==> src/common/lnb_defines.svh <==
`ifndef LNB_DEFINES_SVH
`define LNB_DEFINES_SVH
// core clock rate and derived cycles per millisecond
`define LNB_CLK_HZ 40000000
`define LNB_CYC_PER_MS (`LNB_CLK_HZ / 1000)
// overcurrent delays and hiccup off time, in ms
`define LNB_DLY_LONG_MS 45
`define LNB_DLY_SHORT_MS 28
`define LNB_OFF_MS 1000
// timer width, enough for the 1 s off time
`define LNB_CNT_W 26
`define LNB_CH_N 2
// register byte addresses on the bus
`define LNB_ADDR_W 8
`define LNB_CTRL0_ADDR 8'h00
`define LNB_CTRL1_ADDR 8'h04
`define LNB_CTRL2_ADDR 8'h08
`define LNB_STAT_ADDR 8'h0C
// control register 0 fields
`define LNB_SINK_BIT 7
`define LNB_COMP_BIT 5
`define LNB_FREQ_BIT 4
`define LNB_DSEL_BIT 3
`define LNB_RMODE_BIT 2
// status register fields
`define LNB_ST_FLAG_LSB 0
`define LNB_ST_ON_LSB 2
`define LNB_ST_BOOST_LSB 4
`define LNB_ST_LOCK_BIT 6
`define LNB_ST_IRQ_BIT 7
// reset value of control register 0, also loaded in lockout
`define LNB_CTRL_RST 8'h00
`endif

==> src/common/lnb_pkg.sv <==
`include "lnb_defines.svh"
package lnb_pkg;
   // per-channel protection timer states
   typedef enum logic [1:0] {RUN, HICCUP, LATCHED} timer_state_t;
   // register decode result
   typedef enum logic [2:0] {SEL_CTRL0, SEL_CTRL1, SEL_CTRL2, SEL_STAT, SEL_NONE} reg_sel_t;
   typedef logic [`LNB_CNT_W-1:0] count_t;
endpackage

==> src/common/chan_if.sv <==
`timescale 1ns/1ps
// control side to one channel timer
interface chan_if;
   logic overcurrent; // synced overcurrent level
   logic delaySel; // long delay when high
   logic restartMode; // hiccup when high, latch when low
   logic boostReq; // limit boost armed by software
   logic reenable; // one-cycle restart after latch
   logic hold; // lockout, forces timer idle
   logic outputOn; // channel allowed to run
   logic faultPulse; // delay expired, output cut
   logic restartPulse; // hiccup off time over
   logic boostActive; // limit raised now
   logic boostDone; // quarter delay spent
   modport ctrl(output overcurrent, delaySel, restartMode, boostReq, reenable, hold,
      input outputOn, faultPulse, restartPulse, boostActive, boostDone);
   modport timer(input overcurrent, delaySel, restartMode, boostReq, reenable, hold,
      output outputOn, faultPulse, restartPulse, boostActive, boostDone);
endinterface

==> src/verilog/lnb_fault_protection_control.sv <==
// The APB interface to the registers and the register offsets were decided locally.
`timescale 1ns/1ps
`include "lnb_defines.svh"
module lnb_fault_protection_control #(
   // full-rate cycle counts; a bench may pass short ones
   parameter lnb_pkg::count_t LONG_CYC = `LNB_CNT_W'(`LNB_DLY_LONG_MS * `LNB_CYC_PER_MS),
   parameter lnb_pkg::count_t SHORT_CYC = `LNB_CNT_W'(`LNB_DLY_SHORT_MS * `LNB_CYC_PER_MS),
   parameter lnb_pkg::count_t OFF_CYC = `LNB_CNT_W'(`LNB_OFF_MS * `LNB_CYC_PER_MS)
) (
   input wire logic core_clk,
   input wire logic reset_n,
   input wire logic psel,
   input wire logic penable,
   input wire logic pwrite,
   input wire logic [`LNB_ADDR_W-1:0] paddr,
   input wire logic [31:0] pwdata,
   output logic [31:0] prdata,
   output logic pready,
   output logic pslverr,
   input wire logic [`LNB_CH_N-1:0] overcurrentRaw,
   input wire logic supplyLowLockout,
   output logic lightLoadSinkEnable,
   output logic freqSelect,
   output logic compSelect,
   output logic [`LNB_CH_N-1:0] channelOn,
   output logic [`LNB_CH_N-1:0] limitBoostActive,
   output logic irqN,
   output logic regulatorEnable
);
   // address decode, used by read and write paths
   function automatic lnb_pkg::reg_sel_t regSel(input logic [`LNB_ADDR_W-1:0] a);
      case (a)
         `LNB_CTRL0_ADDR: regSel = lnb_pkg::SEL_CTRL0;
         `LNB_CTRL1_ADDR: regSel = lnb_pkg::SEL_CTRL1;
         `LNB_CTRL2_ADDR: regSel = lnb_pkg::SEL_CTRL2;
         `LNB_STAT_ADDR: regSel = lnb_pkg::SEL_STAT;
         default: regSel = lnb_pkg::SEL_NONE;
      endcase
   endfunction

   // two-flop synchronisers for the analog comparator levels
   logic [`LNB_CH_N:0] metaQ; // first stage, read only by second
   logic [`LNB_CH_N:0] syncQ; // safe copies
   logic [`LNB_CH_N-1:0] ocSync;
   logic lockSync;

   always_ff @(posedge core_clk or negedge reset_n) begin
      if (!reset_n) begin
         metaQ <= '0;
         syncQ <= '0;
      end else begin
         metaQ <= {supplyLowLockout, overcurrentRaw};
         syncQ <= metaQ;
      end
   end
   assign ocSync = syncQ[`LNB_CH_N-1:0];
   assign lockSync = syncQ[`LNB_CH_N];

   // bus phases
   lnb_pkg::reg_sel_t sel;
   logic setup, wrAcc, rdAcc, statRead;
   assign sel = regSel(paddr);
   assign setup = psel && !penable;
   assign wrAcc = psel && penable && pwrite && sel != lnb_pkg::SEL_NONE;
   assign rdAcc = psel && penable && !pwrite;
   assign statRead = rdAcc && sel == lnb_pkg::SEL_STAT; // the read that clears
   assign pready = 1'b1; // zero wait states
   assign pslverr = psel && penable && sel == lnb_pkg::SEL_NONE;

   // register state
   logic [7:0] ctrl0Q, ctrl0D; // application setup bits
   logic [`LNB_CH_N-1:0] chanEnQ, chanEnD; // host channel enables
   logic [`LNB_CH_N-1:0] boostEnQ, boostEnD; // limit boost arming
   logic [`LNB_CH_N-1:0] flagQ, flagD; // overcurrent fault flags
   logic irqNQ, irqND; // interrupt, low while pending
   logic [31:0] prdataQ, prdataD;
   logic [`LNB_CH_N-1:0] onQ, onD, boostOutQ, boostOutD;
   logic regEnQ, regEnD;
   logic [7:0] status;

   // channel timer links
   logic [`LNB_CH_N-1:0] tOn, tFault, tRestart, tBoost, tDone;

   genvar g;
   generate
      for (g = 0; g < `LNB_CH_N; g = g + 1) begin : gCh
         chan_if link();
         assign link.overcurrent = ocSync[g];
         assign link.delaySel = ctrl0Q[`LNB_DSEL_BIT];
         assign link.restartMode = ctrl0Q[`LNB_RMODE_BIT];
         assign link.boostReq = boostEnQ[g];
         assign link.reenable = wrAcc && sel == lnb_pkg::SEL_CTRL1 && pwdata[g];
         assign link.hold = lockSync;
         assign tOn[g] = link.outputOn;
         assign tFault[g] = link.faultPulse;
         assign tRestart[g] = link.restartPulse;
         assign tBoost[g] = link.boostActive;
         assign tDone[g] = link.boostDone;
         fault_timer #(
            .LONG_CYC(LONG_CYC),
            .SHORT_CYC(SHORT_CYC),
            .OFF_CYC(OFF_CYC)
         ) uTimer (
            .core_clk(core_clk),
            .reset_n(reset_n),
            .ch(link.timer)
         );
      end
   endgenerate

   assign status = {~irqNQ, lockSync, boostOutQ, onQ, flagQ};

   // next values of the register file and outputs
   always_comb begin
      ctrl0D = ctrl0Q;
      chanEnD = chanEnQ;
      boostEnD = boostEnQ & ~tDone;
      flagD = flagQ;
      irqND = irqNQ;
      prdataD = prdataQ;
      // software writes
      if (wrAcc) begin
         case (sel)
            lnb_pkg::SEL_CTRL0: ctrl0D = pwdata[7:0];
            lnb_pkg::SEL_CTRL1: chanEnD = pwdata[`LNB_CH_N-1:0];
            lnb_pkg::SEL_CTRL2: boostEnD = pwdata[`LNB_CH_N-1:0];
            default: ;
         endcase
      end
      // read clears first, hardware events override after
      if (statRead) begin
         irqND = 1'b1;
         if (!ctrl0Q[`LNB_RMODE_BIT]) begin
            flagD = '0;
         end
      end
      flagD = flagD & ~tRestart;
      flagD = flagD | tFault;
      if (|tFault) begin
         irqND = 1'b0;
      end
      // read data captured in the setup phase
      if (setup && !pwrite) begin
         case (sel)
            lnb_pkg::SEL_CTRL0: prdataD = {24'h000000, ctrl0Q};
            lnb_pkg::SEL_CTRL1: prdataD = {30'h0, chanEnQ};
            lnb_pkg::SEL_CTRL2: prdataD = {30'h0, boostEnQ};
            lnb_pkg::SEL_STAT: prdataD = {24'h000000, status};
            default: prdataD = 32'h00000000;
         endcase
      end
      // lockout wipes all control registers
      if (lockSync) begin
         ctrl0D = `LNB_CTRL_RST;
         chanEnD = '0;
         boostEnD = '0;
      end
      onD = chanEnQ & tOn & {`LNB_CH_N{!lockSync}};
      boostOutD = tBoost & onD;
      regEnD = !lockSync;
   end

   // registers only
   always_ff @(posedge core_clk or negedge reset_n) begin
      if (!reset_n) begin
         ctrl0Q <= `LNB_CTRL_RST;
         chanEnQ <= '0;
         boostEnQ <= '0;
         flagQ <= '0;
         irqNQ <= 1'b1;
         prdataQ <= 32'h00000000;
         onQ <= '0;
         boostOutQ <= '0;
         regEnQ <= 1'b0;
      end else begin
         ctrl0Q <= ctrl0D;
         chanEnQ <= chanEnD;
         boostEnQ <= boostEnD;
         flagQ <= flagD;
         irqNQ <= irqND;
         prdataQ <= prdataD;
         onQ <= onD;
         boostOutQ <= boostOutD;
         regEnQ <= regEnD;
      end
   end

   // configuration pins straight from control register 0
   assign lightLoadSinkEnable = ctrl0Q[`LNB_SINK_BIT];
   assign freqSelect = ctrl0Q[`LNB_FREQ_BIT];
   assign compSelect = ctrl0Q[`LNB_COMP_BIT];
   assign channelOn = onQ;
   assign limitBoostActive = boostOutQ;
   assign irqN = irqNQ;
   assign regulatorEnable = regEnQ;
   assign prdata = prdataQ;

   a_sink_write: assert property (@(posedge core_clk) disable iff (!reset_n)
      wrAcc && sel == lnb_pkg::SEL_CTRL0 && !lockSync |=> lightLoadSinkEnable == $past(pwdata[7]))
      else $error("sink enable not written");
   a_irq_on_fault: assert property (@(posedge core_clk) disable iff (!reset_n)
      |tFault |=> !irqN && (flagQ & $past(tFault)) == $past(tFault))
      else $error("fault did not flag");
   a_read_releases: assert property (@(posedge core_clk) disable iff (!reset_n)
      statRead && !(|tFault) |=> irqN) else $error("read kept interrupt");
   a_latch_read_clear: assert property (@(posedge core_clk) disable iff (!reset_n)
      statRead && !ctrl0Q[`LNB_RMODE_BIT] && !(|tFault) |=> flagQ == '0)
      else $error("latch flag survived read");
   // every channel watched, so whichever one restarts is covered
   a_restart_clear: assert property (@(posedge core_clk) disable iff (!reset_n)
      |(tRestart & ~tFault) |=> (flagQ & $past(tRestart & ~tFault)) == '0)
      else $error("hiccup flag kept");
   a_boost_clear: assert property (@(posedge core_clk) disable iff (!reset_n)
      |tDone && !(wrAcc && sel == lnb_pkg::SEL_CTRL2) |=> (boostEnQ & $past(tDone)) == '0)
      else $error("boost bit not cleared");
   a_lock_off: assert property (@(posedge core_clk) disable iff (!reset_n)
      lockSync |=> !regulatorEnable && channelOn == '0 && ctrl0Q == `LNB_CTRL_RST)
      else $error("lockout left regulator on");
   a_sync_delay: assert property (@(posedge core_clk) disable iff (!reset_n)
      supplyLowLockout ##1 supplyLowLockout |-> ##1 lockSync)
      else $error("lockout sync too slow");
   c_fault: cover property (@(posedge core_clk) disable iff (!reset_n) |tFault);
   c_restart: cover property (@(posedge core_clk) disable iff (!reset_n) |tRestart);
   c_boost_done: cover property (@(posedge core_clk) disable iff (!reset_n) |tDone);
endmodule

==> src/verilog/fault_timer.sv <==
`timescale 1ns/1ps
`include "lnb_defines.svh"
module fault_timer #(
   parameter lnb_pkg::count_t LONG_CYC = '1,
   parameter lnb_pkg::count_t SHORT_CYC = '1,
   parameter lnb_pkg::count_t OFF_CYC = '1
) (
   input wire logic core_clk,
   input wire logic reset_n,
   chan_if.timer ch
);
   lnb_pkg::timer_state_t stateQ, stateD; // protection state
   lnb_pkg::count_t cntQ, cntD; // shared delay/off counter
   lnb_pkg::count_t limit; // active overcurrent delay
   lnb_pkg::count_t quarter; // boost window length
   logic onQ, onD, faultQ, faultD, restartQ, restartD;
   logic boostQ, boostD, doneQ, doneD;

   assign limit = ch.delaySel ? LONG_CYC : SHORT_CYC;
   assign quarter = limit >> 2;

   // next state; one counter serves delay and off time
   always_comb begin
      stateD = stateQ;
      cntD = cntQ;
      faultD = 1'b0;
      restartD = 1'b0;
      case (stateQ)
         lnb_pkg::RUN: begin
            if (!ch.overcurrent) begin
               cntD = '0;
            end else if (cntQ >= limit - 1'b1) begin
               faultD = 1'b1;
               cntD = '0;
               stateD = ch.restartMode ? lnb_pkg::HICCUP : lnb_pkg::LATCHED;
            end else begin
               cntD = cntQ + 1'b1;
            end
         end
         lnb_pkg::HICCUP: begin
            if (cntQ >= OFF_CYC - 1'b1) begin
               restartD = 1'b1;
               cntD = '0;
               stateD = lnb_pkg::RUN;
            end else begin
               cntD = cntQ + 1'b1;
            end
         end
         lnb_pkg::LATCHED: begin
            if (ch.reenable) begin
               stateD = lnb_pkg::RUN;
            end
         end
         default: begin
            stateD = lnb_pkg::RUN;
            cntD = '0;
         end
      endcase
      // lockout parks the timer, nothing pending survives
      if (ch.hold) begin
         stateD = lnb_pkg::RUN;
         cntD = '0;
         faultD = 1'b0;
         restartD = 1'b0;
      end
      onD = (stateD == lnb_pkg::RUN);
      // boost from event start until a quarter delay has run
      // keyed on the current count so the raised limit lasts the whole quarter
      boostD = ch.boostReq && stateD == lnb_pkg::RUN && ch.overcurrent && cntQ < quarter;
      doneD = ch.boostReq && stateQ == lnb_pkg::RUN && ch.overcurrent && cntQ == quarter - 1'b1;
   end

   // registers only
   always_ff @(posedge core_clk or negedge reset_n) begin
      if (!reset_n) begin
         stateQ <= lnb_pkg::RUN;
         cntQ <= '0;
         onQ <= 1'b0;
         faultQ <= 1'b0;
         restartQ <= 1'b0;
         boostQ <= 1'b0;
         doneQ <= 1'b0;
      end else begin
         stateQ <= stateD;
         cntQ <= cntD;
         onQ <= onD;
         faultQ <= faultD;
         restartQ <= restartD;
         boostQ <= boostD;
         doneQ <= doneD;
      end
   end

   assign ch.outputOn = onQ;
   assign ch.faultPulse = faultQ;
   assign ch.restartPulse = restartQ;
   assign ch.boostActive = boostQ;
   assign ch.boostDone = doneQ;

   a_fault_cuts_out: assert property (@(posedge core_clk) disable iff (!reset_n)
      ch.faultPulse |-> !ch.outputOn) else $error("output on after fault");
   a_restart_turns_on: assert property (@(posedge core_clk) disable iff (!reset_n)
      ch.restartPulse |-> ch.outputOn && $past(stateQ) == lnb_pkg::HICCUP)
      else $error("restart without hiccup");
   a_latch_holds: assert property (@(posedge core_clk) disable iff (!reset_n)
      stateQ == lnb_pkg::LATCHED && !ch.reenable && !ch.hold |=> !ch.outputOn)
      else $error("latched channel came back");
   a_timer_clears: assert property (@(posedge core_clk) disable iff (!reset_n)
      stateQ == lnb_pkg::RUN && !ch.overcurrent |=> cntQ == '0)
      else $error("delay timer not reset");
   c_latch: cover property (@(posedge core_clk) disable iff (!reset_n)
      stateQ == lnb_pkg::LATCHED ##1 ch.reenable);
endmodule

==> config.mk <==
export PLATFORM = sky130hd
export DESIGN_NAME = lnb_fault_protection_control
export DESIGN_NICKNAME = d
export VERILOG_FILES = /design/src/common/lnb_pkg.sv /design/src/common/chan_if.sv /design/src/verilog/lnb_fault_protection_control.sv /design/src/verilog/fault_timer.sv
export VERILOG_INCLUDE_DIRS = /design/src /design/src/common
export SDC_FILE = /design/constraint.sdc
export NUM_CORES = 1
export LEC_CHECK = 0
export BUFFER_PORTS_ARGS = -buffer_cell sky130_fd_sc_hd__buf_2
export CAP_MARGIN = 20
export CORE_UTILIZATION = 35
export CTS_BUF_LIST = sky130_fd_sc_hd__clkbuf_4
export DETAILED_ROUTE_END_ITERATION = 8
export PLACE_DENSITY = 0.53
export REMOVE_ABC_BUFFERS = 1
export SLEW_MARGIN = 20
export SYNTH_ARGS = -nofsm -noshare
export SYNTH_HDL_FRONTEND = slang
export SYNTH_SLANG_ARGS = --single-unit
export TNS_END_PERCENT = 10
==> constraint.sdc <==
create_clock -name core_clk -period 5 [get_ports core_clk]
set_input_delay 0.25 -clock core_clk [delete_from_list [all_inputs] [get_ports core_clk]]
set_output_delay 0.25 -clock core_clk [all_outputs]
set_load 0.03 [all_outputs]
Yosys cells after proc, flatten, opt, wreduce, memory -nomap -nowiden:

Cells that the tools add are included.

* add/sub/neg operators: 4
* $lt $le $gt $ge: 6
* equal/unequal tests: 16
* muxes and demuxes: 53
* bitwise operators: 9
* reduce and logical (&&, ||, !) cells: 39

Operators with widths (count)
* 26-bit 2-to-1 mux: 8
* 26-bit case mux with 3 select lines: 2
* 26-bit by 1-bit adder with 26-bit output (second input constant): 2
* 26-bit == test: 2
* 26-bit >= comparator: 2
* 26-bit >= comparator (second input constant): 2
* 26-bit by 24-bit < comparator with 1-bit output: 2
* 2-bit 2-to-1 mux: 19
* 8-bit case mux with 4 select lines: 1
* 26-bit by 1-bit subtractor with 26-bit output (second input constant): 1
* 24-bit by 1-bit subtractor with 25-bit output (second input constant): 1
* 8-bit 2-to-1 mux: 3
* 1-bit logical AND: 23
* 20-bit 2-to-1 mux: 1
* 8-bit by 4-bit == test with 1-bit output (second input constant): 2
* 1-bit 2-to-1 mux: 16
* 2-bit case mux with 3 select lines: 2
* 3-bit case mux with 4 select lines: 1
* 2-bit AND: 5
* 8-bit by 3-bit == test with 1-bit output (second input constant): 1
* 2-bit logical NOT: 4
* 8-bit logical NOT: 1
* 2-bit nonzero test: 4
* 3-bit by 2-bit == test with 1-bit output (second input constant): 2
* other kinds (13): 20

* bits in registers: 124
* input bits: 48
* logic and storage cells: 152

Logic depth before layout (Yosys ltp):

Gate-level depths: netlist (run 1).

* word-level depth: 13
* gate-level depth with buffers: 11
* depth with buffers taken out: 9

Hierarchy:

From an unflattened synthesis (run 1), not the netlist that was laid out.

* cell total of the unflattened synthesis: 755
* area, all modules: 6416.2 µm²

By module, submodules not included
* fault_timer: times used 2, cells an instance 293, area each 2331.0 µm², sequential area each 825.8 µm²
* lnb_fault_protection_control: times used 1, cells an instance 169, area each 1754.2 µm², sequential area each 852.1 µm²

Worst setup path before layout (run 1):

No wires, ideal clock.

* kind: reg-to-reg
* start point: register ctrl0Q[3]
* end point: register gCh[1].uTimer.cntQ[13]
* arrival time: 2.538 ns
* data required time: 4.921 ns
* setup slack: 2.383 ns
* stages on the path, launching flop included: 12
* buffers on the path: 2
* clock period less this slack: 2.617 ns
* cells stage by stage: dfrtp_1 -> inv_1 -> ha_1 -> a211oi_1 -> nor2_1 -> o31ai_1 -> nand3_1 -> a21boi_2 -> buf_6 -> buf_2 -> nand4_1 -> mux2i_1

* word-level cells in the longest chain between the ends: 7

RTL lines
* start: declaration: RTL line lnb_fault_protection_control.sv:71 `logic [7:0] ctrl0Q, ctrl0D;`
* start signal: assignment: RTL line lnb_fault_protection_control.sv:166 `` ctrl0Q <= `LNB_CTRL_RST; ``
* start signal: assignment: RTL line lnb_fault_protection_control.sv:176 `ctrl0Q <= ctrl0D;`
* 20-bit 2-to-1 mux: RTL line fault_timer.sv:19 `assign limit = ch.delaySel ? LONG_CYC : SHORT_CYC;`
* 26-bit by 1-bit subtractor with 26-bit output: RTL line fault_timer.sv:32 `end else if (cntQ >= limit - 1'b1) begin`
* 26-bit >= comparator: RTL line fault_timer.sv:32
* 26-bit 2-to-1 mux: RTL line fault_timer.sv:32
* 26-bit 2-to-1 mux: RTL line fault_timer.sv:30 `if (!ch.overcurrent) begin`
* 26-bit case mux with 3 select lines: RTL line fault_timer.sv:28 `case (stateQ)`
* 26-bit 2-to-1 mux: RTL line fault_timer.sv:60 `if (ch.hold) begin`
* end signal: assignment: RTL line fault_timer.sv:85 `cntQ <= cntD;`
* end: declaration: RTL line fault_timer.sv:13 `lnb_pkg::count_t cntQ, cntD;`

No other way between the ends.
A chain may end at the register's enable or synchronous reset.

Worst setup path in the final report (run 1):

* start point: register ctrl0Q[3]
* end point: register gCh[1].uTimer.cntQ[2]

The elaborated chain is that of the path after synthesis.

==> results of run 1 <==
## through the flow
step | instance area (um2) | setup slack (ns) | instances | power [uW] | hold slack (ns)
floorplan | 5669 | 1.922 | 628 | 886.9 | -0.04559
CTS | 6425 | 1.503 | 922 | 1327 | 0.05905
global placement | 6195 | 1.620 | 894 | 928.2 | 0.3374
finish | 6427 | 1.514 | 923 | 1303 | 0.09597
detailed placement | 6195 | 1.538 | 894 | 930.4 | 0.3347
global route | 6427 | 1.242 | 923 | 1367 | 0.09395
## worst max-delay path by stage
| stage | startpoint | end | slack (ns) |
|---|---|---|---|
| 2_1_floorplan | ctrl0Q[3] | gCh[1].uTimer.cntQ[12] | 1.92 |
| 3_3_place_gp | ctrl0Q[3] | gCh[1].uTimer.cntQ[3] | 1.62 |
| 3_5_place_dp | ctrl0Q[3] | gCh[1].uTimer.cntQ[2] | 1.54 |
| 4_1_cts | ctrl0Q[3] | gCh[1].uTimer.cntQ[2] | 1.50 |
| 5_1_grt | ctrl0Q[3] | gCh[1].uTimer.cntQ[2] | 1.24 |
| 6_report | ctrl0Q[3] | gCh[1].uTimer.cntQ[2] | 1.51 |
## logic make-up after synthesis
logic type                 count (synthesis)
xor gates and xnor gates                   2
adders and majority gates                 24
AOI/OAI and AO/OA                        162
DFF                                      100
buffers and inverters                     71
and+or+nand+nor                          293
muxes                                      8
other                                      2
## final cells by class
type / instances / area, um2
inverters: 14 / 52.55
multi-input cells: 514 / 3118
diodes: 1 / 2.502
well taps: 220 / 275.3
clock buffers: 9 / 67.56
repair buffers: 58 / 365.4
flip-flops and latches: 100 / 2504
clock inverters: 7 / 42.54
fillers: 1663 / 10160
## cell usage after synthesis (8+ instances only)
library cell / n / area (um2)
o21ai_0: 31 / 155.2
buf_4: 25 / 187.7
and2_1: 17 / 106.4
nand2b_1: 9 / 56.30
a21oi_1: 34 / 170.2
o31ai_1: 18 / 135.1
a31oi_1: 24 / 150.1
inv_1: 14 / 52.55
a22oi_1: 8 / 60.06
nand4_1: 11 / 68.82
and3_1: 20 / 125.1
nand3_1: 39 / 195.2
nand2_1: 97 / 364.1
nor4_1: 9 / 56.30
clkbuf_1: 20 / 75.07
ha_1: 24 / 300.3
dfrtp_1: 99 / 2477
nor2_1: 44 / 165.2
## routing by layer
layer  wire, um  GRT usage [%]
met2       6384          26.34
met5          0              0
met4        218          6.525
met1       7190          24.64
met3        414          1.884
## registers in the layout, indices dropped and copies added, names as in the netlist
register,cells
gCh.uTimer.ch.restartPulse,2
chanEnQ,2
metaQ,3
syncQ,3
flagQ,2
ctrl0Q,8
gCh.uTimer.ch.faultPulse,2
regulatorEnable,1
channelOn,2
gCh.uTimer.cntQ,52
gCh.uTimer.ch.boostDone,2
boostEnQ,2
prdata,8
gCh.uTimer.ch.boostActive,2
gCh.uTimer.stateQ,4
limitBoostActive,2
irqN,1
gCh.uTimer.ch.outputOn,2
## worst max-delay path, delay by kind of cell, from the launching register on
family          cells  cell delay (ns)
mux                 1             0.19
fa+ha+maj           1             0.35
simple gates        2             0.24
flops               1             0.39
compound gates      4             1.25
buf+inv             3             0.98
## power breakdown
group,total (uW),switching [uW],internal [uW],leakage [uW]
clock,382,282,99.8,0.0000595
sequential,820,5.66,814,0.00136
combinational,102,74.9,27.2,0.00139
total,1300,363,941,0.00280
## layout by cell type (no fill, tap or decap), drive strengths merged, types with 17 or more instances in the layout
cell type	netlist	final
dfrtp	99	99
nand2	97	97
buf	35	46
nor2	44	44
nand3	39	39
a21oi	34	34
o21ai	32	32
conb	2	25
a31oi	24	24
ha	24	24
and3	20	20
o31ai	19	19
and2	17	17
==> results.json, run 1 <==
{
  "status": "complete, no violations",
  "synthXorXnorAreaFrac_pct": 0.2957,
  "synth_seq_cells": 100,
  "crit_path_end_kind": "flop",
  "postCtsSetupBuffers": 0,
  "period_needed_ns": 3.486,
  "dieWidth_um": 132.1,
  "cts_resized": 0,
  "hold_viol_final": 0,
  "via_count": 4996,
  "cts_root_buf": "clkbuf_4",
  "maxCapViolations": 0,
  "cts.sinks": 100,
  "r2r_start": "ctrl0Q[3]",
  "gp_congestion": 0.8045,
  "synth-simple-area-share_pct": 25.13,
  "synthCells": 662,
  "setup_viol": 0,
  "nNetsFinal": 769,
  "wl_per_cell_um": 15.39,
  "fmax_mhz": 286.9,
  "drt_wl_total_um": 14210,
  "power.leakage_uw": 0.002805,
  "die_h_um": 132.1,
  "coreArea_um2": 16580,
  "syn2layout_area_growth_pct": 8.490,
  "clk_latency_ns": 0.48,
  "async_flop_share_pct": 100.0,
  "rsz0062_at_grt": "no",
  "min_to": "irqN",
  "ys_seq_area_share_pct": 42.26,
  "path_clk_slew_ns": 0.15,
  "dieArea_um2": 17450,
  "tightest_slew_ns": 0.9800,
  "synth_top_family_by_area": "simple AND/OR/NAND/NOR gates",
  "start_util_pct": 35.73,
  "cts_tree": "built",
  "yosysWarningCount": 0,
  "fin_tns_setup_ns": 0,
  "grt_max_degree": 67,
  "cts.hold.buffers_added": 12,
  "min_path_cells": 3,
  "dr.first_iter.drc_count": 340,
  "syn-cell-area_um2": 5924,
  "antenna_found_initial": 1,
  "track_usage_pct": 17.11,
  "cts_buffers": 9,
  "viasPerCell": 5.413,
  "drive_gt1_share_pct": 11.54,
  "ant_nets": 0,
  "required_ns": 5.40,
  "ios": 91,
  "path_cells": "buf_4 -> inv_1 -> ha_1 -> a211oi_1 -> nor2_1 -> o31ai_1 -> nand3_1 -> a21boi_2 -> buf_4 -> a21oi_1 -> mux2i_1",
  "port_buffers": 41,
  "irDropWorstVdd_uv": 87.70,
  "critPathLaunchType": "flop",
  "cp_slowest_cell": "a21boi_2",
  "synth_compound_area_share_pct": 18.69,
  "powerDensity_nw_per_um2": 202.8,
  "dp_hpwl_um": 10000,
  "synth-edff-count": 0,
  "skew_ns": 0.01207,
  "crit_top_cell": "buf_4",
  "slew_headroom_pct": 34.16,
  "min_from": "psel",
  "regToRegEndpoint": "gCh[1].uTimer.cntQ[2]",
  "grt.overflow.total": 0,
  "synthAdderAreaFrac_pct": 5.069,
  "final_util_pct": 38.76,
  "critPathKind": "reg -> reg",
  "rows": 47,
  "htree_levels": 3,
  "cp.arrival_ns": 3.89,
  "synthMuxAreaShare_pct": 1.774,
  "min_period_over_period_pct": 69.72,
  "rrSetupSlack_ns": 1.51,
  "cp_max_fo": 19,
  "grt_pass1_vias": 4727,
  "ys.flop_type": "dfrtp_1",
  "grt_pass1_wl_um": 24230,
  "drt-pass1-iter-count": 5,
  "slowest_delay_ns": 0.65,
  "drt_drc_violations_left": 0,
  "cts_max_path_buffers": 2,
  "syn_area_per_cell_um2": 8.949,
  "ff2ff_path_depth": 11,
  "slew_viol_final": 0,
  "min_path_type": "in -> reg",
  "ys_types": 67
}
(Power assumes the default switching activity.)
==> run 2, diff against run 1 <==
--- a/config.mk
+++ b/config.mk
@@ -6,12 +6,13 @@
 export SDC_FILE = /design/constraint.sdc
 export NUM_CORES = 1
 export LEC_CHECK = 0
+export ABC_AREA = 1
 export BUFFER_PORTS_ARGS = -buffer_cell sky130_fd_sc_hd__buf_2
 export CAP_MARGIN = 20
 export CORE_UTILIZATION = 35
 export CTS_BUF_LIST = sky130_fd_sc_hd__clkbuf_4
 export DETAILED_ROUTE_END_ITERATION = 8
-export PLACE_DENSITY = 0.53
+export PLACE_DENSITY = 0.54
 export REMOVE_ABC_BUFFERS = 1
 export SLEW_MARGIN = 20
 export SYNTH_ARGS = -nofsm -noshare
==> constraint.sdc (replaced) <==
create_clock -name core_clk -period 2.85 [get_ports core_clk]
set_input_delay 0.1425 -clock core_clk [delete_from_list [all_inputs] [get_ports core_clk]]
set_output_delay 0.1425 -clock core_clk [all_outputs]
set_load 0.03 [all_outputs]
==> run 2 against run 1 <==
Effect of this change:
- final area up 15%
- die area up 14%
- non-clock buffer count is 7 higher
- first-iteration DRC count increased by 20%
- register-to-register slack lost 0.98 ns
- cell count up 32%
- combinational power is 150% higher
- clock-buffer cell count stayed put
- largest power group unchanged
==> results.json, run 2 <==
{
  "status": "complete, no violations",
  "power.leakage_uw": 0.003518,
  "ys_seq_area_share_pct": 36.91,
  "largest_reg_flops": 52,
  "skew_ns": 0.03108,
  "crit_path_end_kind": "flop",
  "htree_levels": 3,
  "tightest_slew_ns": 0.5982,
  "ys.flop_type": "dfrtp_1",
  "ios": 91,
  "syn_area_per_cell_um2": 7.538,
  "nNetsFinal": 1023,
  "synthMostInstantiatedCell": "nand2_1",
  "cts_root_buf": "clkbuf_4",
  "cts.sinks": 100,
  "regToRegEndpoint": "gCh[0].uTimer.cntQ[2]",
  "final_common_cell": "nand2_1",
  "start_util_pct": 36.03,
  "slowest_delay_ns": 0.38,
  "dieWidth_um": 141.2,
  "dieArea_um2": 19940,
  "critPathKind": "reg -> reg",
  "cp.arrival_ns": 2.70,
  "grt_pass1_wl_um": 28100,
  "clk_latency_ns": 0.50,
  "fmax_mhz": 432.5,
  "dp_cells": 1185,
  "maxCapViolations": 0,
  "dr.first_iter.drc_count": 407,
  "top_register": "gCh.uTimer.cntQ",
  "antenna_found_initial": 1,
  "min_from": "paddr[2]",
  "wl_per_cell_um": 13.96,
  "critPathLaunchType": "flop",
  "path_cells": "inv_1 -> buf_4 -> ha_1 -> nand2_1 -> nor2_1 -> nand2_1 -> nor2_1 -> nand2_1 -> nand4_1 -> nand2_2 -> nand2_4 -> o21ai_0",
  "grt_max_degree": 58,
  "cp_slowest_cell": "dfrtp_1",
  "cts_max_path_buffers": 2,
  "synth_top_area_share_pct": 36.52,
  "ys_top_cells_by_count": "nand2_1, inv_1, dfrtp_1, nor2_1, nand3_1",
  "die_h_um": 141.2,
  "async_flop_share_pct": 100.0,
  "setup_viol": 0,
  "final_cell_mix": "nand2_1, inv_1, dfrtp_1",
  "port_buffers": 41,
  "min_path_cells": 4,
  "drt_drc_violations_left": 0,
  "via_count": 5740,
  "grt_pass1_vias": 5469,
  "ys_types": 44,
  "cts_buffers": 9,
  "min_to": "boostEnQ[1]",
  "track_usage_pct": 17.98,
  "critical-path-top-delay-family": "simple AND/OR/NAND/NOR gates",
  "final_cells": 1217,
  "powerDensity_nw_per_um2": 342.6,
  "path_clk_slew_ns": 0.18,
  "synthCells": 900,
  "slew_headroom_pct": 59.82,
  "period_needed_ns": 2.312,
  "fin_tns_setup_ns": 0,
  "r2r_start": "ctrl0Q[3]",
  "yosysWarningCount": 0,
  "rsz0062_at_grt": "no",
  "grt.overflow.total": 0,
  "coreArea_um2": 18830,
  "drt_wl_total_um": 16990,
  "synth_seq_cells": 100,
  "hold_viol_final": 0,
  "dp_hpwl_um": 12750,
  "cts_tree": "built",
  "slew_viol_final": 0,
  "viasPerCell": 4.717,
  "netlist_top_cells_area": "dfrtp_1, nand2_1, inv_1, o21ai_2, nor2_1",
  "rrSetupSlack_ns": 0.54,
  "irDropWorstVdd_uv": 185.5,
  "crit_top_cell": "nand2_1",
  "gp_congestion": 0.8975,
  "syn2layout_area_growth_pct": 8.834,
  "ant_nets": 0,
  "syn-cell-area_um2": 6784,
  "rows": 50,
  "ff2ff_path_depth": 12,
  "min_period_over_period_pct": 81.13,
  "cp_max_fo": 23,
  "required_ns": 3.24,
  "synth-edff-count": 0,
  "min_path_type": "in -> reg",
  "drt-pass1-iter-count": 5,
  "yosys.area.top_type": "dfrtp_1",
  "drive_gt1_share_pct": 14.33,
  "worst-path-buf-inv": 2
}
==> run 2: cell types whose count changed after synthesis, moves of 20 or more <==
cell	before	now
nor2_1	44	82
a31oi_1	24	2
nor3_1	7	28
o21ai_2	0	38
a21oi_1	34	11
inv_1	14	105
and3_1	20	0
nand2_1	97	257
xor2_1	0	25
==> run 2: worst max path at each step <==
stage               cells after the start                    end       from  slack (ns)
finish                                 12  gCh[0].uTimer.cntQ[2]  ctrl0Q[3]        0.54
global route                           12  gCh[0].uTimer.cntQ[4]  ctrl0Q[3]        0.34
CTS                                    12  gCh[0].uTimer.cntQ[2]  ctrl0Q[3]        0.54
detailed placement                     12  gCh[0].uTimer.cntQ[2]  ctrl0Q[3]        0.57
global placement                       12  gCh[0].uTimer.cntQ[2]  ctrl0Q[3]        0.58
floorplan                              11  gCh[0].uTimer.cntQ[2]  ctrl0Q[3]        0.63
==> run 2: final cells by class <==
cell class | count | area (um2)
Timing Repair Buffer | 65 | 437.9
Fill cell | 2022 | 11450
Antenna cell | 1 | 2.502
Inverter | 110 | 412.9
Tap cell | 260 | 325.3
Clock inverter | 7 | 81.33
Clock buffer | 9 | 67.56
Sequential cell | 100 | 2504
Multi-Input combinational cell | 665 | 3552
==> run 2: repair_timing <==
item,CTS,global route
endpoints found under the hold margin,65,0
setup buffers,0,0
gates resized for setup,0,0
hold buffers,15,0
==> run 2: cell families after synthesis <==
family	share of synthesized area, %
simple gates	30.65
buf+inv	12.01
compound gates	11.12
flops	36.91
xor+xnor	4.777
fa+ha+maj	4.426
other cells	0.1107
==> run 2: metrics by stage <==
step | utilization [%] | hold WS [ns] | instance area [um2] | setup slack (ns) | total power (uW)
after floorplan | - | -0.1531 | 6469 | 0.6256 | 1648
after global placement | 37.61 | 0.1390 | 7082 | 0.5849 | 1740
after detailed placement | 37.61 | 0.1475 | 7082 | 0.5655 | 1743
after CTS | 39.20 | 0.008773 | 7381 | 0.5389 | 2570
after global routing | 39.21 | 0.02270 | 7383 | 0.3425 | 2646
final | 39.21 | 0.04518 | 7383 | 0.5377 | 2529
==> run 2: worst register-to-register path: stages (launching register included) <==
cell and delay (ns):
dfrtp_1 0.38, inv_1 0.04, buf_4 0.21, ha_1 0.36
nand2_1 0.08, nor2_1 0.16, nand2_1 0.07, nor2_1 0.11
nand2_1 0.09, nand4_1 0.09, nand2_2 0.14, nand2_4 0.35
o21ai_0 0.14
==> run 2: metal layers <==
layer,GRT usage (%),share of wire [%],vias to the layer above
met5,0,0,-
met4,4.977,1.3,0
met3,2.514,2.7,16
met2,29.00,46,101
met1,25.06,50,2672
li1,-,-,2951
==> run 2: where the power goes <==
part / internal [uW] / total [uW] / switching, uW
sequential: 1450 / 1480 / 26.6
combinational: 72.1 / 252 / 180
clock: 213 / 800 / 588
==> run 3, diff against run 2 <==
--- a/config.mk
+++ b/config.mk
@@ -6,13 +6,13 @@
 export SDC_FILE = /design/constraint.sdc
 export NUM_CORES = 1
 export LEC_CHECK = 0
-export ABC_AREA = 1
+export ABC_AREA = 0
 export BUFFER_PORTS_ARGS = -buffer_cell sky130_fd_sc_hd__buf_2
 export CAP_MARGIN = 20
 export CORE_UTILIZATION = 35
 export CTS_BUF_LIST = sky130_fd_sc_hd__clkbuf_4
 export DETAILED_ROUTE_END_ITERATION = 8
-export PLACE_DENSITY = 0.54
+export PLACE_DENSITY = 0.55
 export REMOVE_ABC_BUFFERS = 1
 export SLEW_MARGIN = 20
 export SYNTH_ARGS = -nofsm -noshare
==> constraint.sdc (replaced) <==
create_clock -name core_clk -period 1.9 [get_ports core_clk]
set_input_delay 0.095 -clock core_clk [delete_from_list [all_inputs] [get_ports core_clk]]
set_output_delay 0.095 -clock core_clk [all_outputs]
set_load 0.03 [all_outputs]
==> run 3 against run 2 <==
Effect of this change:
- clock-buffer cell count did not move
- wire length fell by 0.95%
- flip-flop and latch count did not move
- non-clock buffer count rose by 147
- via count fell by 0.42%
- register-to-register slack got worse by 1.1 ns
- the flow now finishes with violations (setup timing)
- total power rose by 45%
- critical path depth did not move
- die area fell by 12%
==> results.json, run 3 (synthesis results as in run 1) <==
{
  "cts_buffers": 9,
  "irDropWorstVdd_uv": 221.3,
  "grt_pass1_vias": 5475,
  "power.leakage_uw": 0.003701,
  "grt_max_degree": 42,
  "crit_path_start": "ctrl0Q[3]",
  "rsz0062_at_grt": "yes",
  "crit_path_end_kind": "flop",
  "status": "complete, but fails checks",
  "via_count": 5716,
  "wl_per_cell_um": 15.62,
  "fin_tns_setup_ns": -26.67,
  "intPower_uw": 2684,
  "die_h_um": 132.1,
  "syn2layout_area_growth_pct": 36.26,
  "start_util_pct": 35.73,
  "nNetsFinal": 923,
  "fill_cells": 1565,
  "final_common_cell": "buf_4",
  "skew_ns": 0.01929,
  "gp_congestion": 0.8609,
  "violations": "setup timing",
  "total_power_uw": 3670,
  "rows": 47,
  "hold_ws_ns": 0.05027,
  "fmax_mhz": 405.7,
  "p_seq_share_pct": 58.6,
  "cts_tree": "built",
  "worst_slack_ns": -0.5651,
  "dieArea_um2": 17450,
  "ios": 91,
  "period_needed_ns": 2.465,
  "combPwrFrac_pct": 10.0,
  "drt_wl_total_um": 16830,
  "cts_max_path_buffers": 2,
  "clk_latency_ns": 0.47,
  "maxCapViolations": 0,
  "drt_drc_violations_left": 0,
  "required_ns": 2.29,
  "min_path_type": "in -> reg",
  "antenna_found_initial": 1,
  "ant_nets": 0,
  "switching_share_pct": 26.86,
  "cp.arrival_ns": 2.85,
  "slew_headroom_pct": 54.90,
  "dp_hpwl_um": 11900,
  "path_clk_slew_ns": 0.17,
  "dieWidth_um": 132.1,
  "min_period_over_period_pct": 129.7,
  "r2r_start": "ctrl0Q[3]",
  "setup_viol": 63,
  "viasPerCell": 5.307,
  "rrSetupSlack_ns": -0.57,
  "net-switching-power_uw": 985.8,
  "coreArea_um2": 16580,
  "final_cell_mix": "buf_4, dfrtp_1, nand2_1",
  "track_usage_pct": 19.36,
  "htree_levels": 3,
  "tightest_slew_ns": 0.6765,
  "largest_reg_flops": 52,
  "powerDensity_nw_per_um2": 454.6,
  "dp_cells": 1030,
  "place_ws_ns": -0.7303,
  "critPathLaunchType": "flop",
  "ff2ff_path_depth": 12,
  "dr.first_iter.drc_count": 455,
  "hold_viol_final": 0,
  "drt-pass1-iter-count": 5,
  "grt.overflow.total": 0,
  "slew_viol_final": 0,
  "top_register": "gCh.uTimer.cntQ",
  "port_buffers": 41,
  "regToRegEndpoint": "gCh[1].uTimer.cntQ[23]",
  "drive_gt1_share_pct": 33.06,
  "cts.sinks": 100,
  "grt_pass1_wl_um": 27170,
  "cts_root_buf": "clkbuf_4",
  "worstSetupEndpoint": "gCh[1].uTimer.cntQ[23]",
  "final_cells": 1077,
  "clkPwrFrac_pct": 31.4,
  "critPathKind": "reg -> reg",
  "cp_max_fo": 8
}
## run 3: changes by cell type in the layout (fill, tap and decap cells not counted), moves of 17 or more
cell     change
o31ai_1     +17
and3_1      +20
xor2_1      -25
nand2_1    -161
inv_1       -92
a31oi_1     +22
o21ai_0     -24
nor3_1      -22
o21ai_2     -32
nor2_1      -39
buf_4      +131
## run 3: power groups by stage
stage / clock [uW] / sequential, uW / combinational, uW
6_report: 1150 / 2150 / 368
3_3_place_gp: 0 / 2190 / 292
5_1_grt: 1280 / 2150 / 399
2_1_floorplan: 0 / 2190 / 140
3_5_place_dp: 0 / 2190 / 295
4_1_cts: 1210 / 2150 / 360
## run 3: layout make-up
class                   instances  area, um2  share of cell area, %
repair buffers                212       1634                  20.24
multi-input cells             514       3461                  42.87
diodes                          1      2.502                0.03100
well taps                     220      275.3                  3.410
flip-flops and latches        100       2505                  31.03
clock inverters                 7      75.07                 0.9299
inverters                      14      52.55                 0.6510
clock buffers                   9      67.56                 0.8370
## run 3: what timing repair did
action / CTS / global route
endpoints found under the hold margin: 116 / 0
resized for setup: 62 / 43
setup endpoints to repair: 63 / 64
gates cloned: 3 / 1
hold buffers: 16 / 0
setup buffers: 6 / 6
pin swaps: 21 / 21
## run 3: through the flow
| step | instance area, um2 | util (%) |
|---|---|---|
| global placement | 7236 | 43.63 |
| global route | 8073 | 48.68 |
| finish | 8073 | 48.68 |
| floorplan | 5669 | - |
| detailed placement | 7236 | 43.63 |
| CTS | 7858 | 47.38 |
## run 3: routing by layer
layer	part of all wire, %	vias to the layer above	routed length [um]	track usage (%)
li1	-	2755	-	-
met1	47	2769	7968	26.19
met2	47	163	7857	31.63
met3	3.9	29	656	2.115
met4	2.0	0	343	7.881
met5	0	-	0	0
## run 3: worst min-delay path by stage
| stage | to | startpoint | slack, ns | depth (start not counted) |
|---|---|---|---|---|
| detailed placement | gCh[0].uTimer.cntQ[23] | reset_n | -0.003 | 1 |
| global route | ctrl0Q[5] | paddr[3] | 0.04 | 4 |
| floorplan | boostEnQ[0] | reset_n | -0.20 | 0 |
| CTS | ctrl0Q[5] | paddr[3] | 0.01 | 4 |
| global placement | gCh[0].uTimer.cntQ[23] | reset_n | -0.004 | 1 |
| finish | ctrl0Q[5] | paddr[3] | 0.05 | 4 |
## run 3: critical path, stage by stage (launching register included)
cell and delay (ns):
dfrtp_1 0.44, inv_2 0.08, buf_8 0.14, ha_4 0.26, o211ai_1 0.08, a2111oi_1 0.39
nand2_1 0.15, nand3_2 0.13, a21boi_4 0.09, buf_6 0.15, clkbuf_16 0.15, a21o_1 0.15
a22o_1 0.17
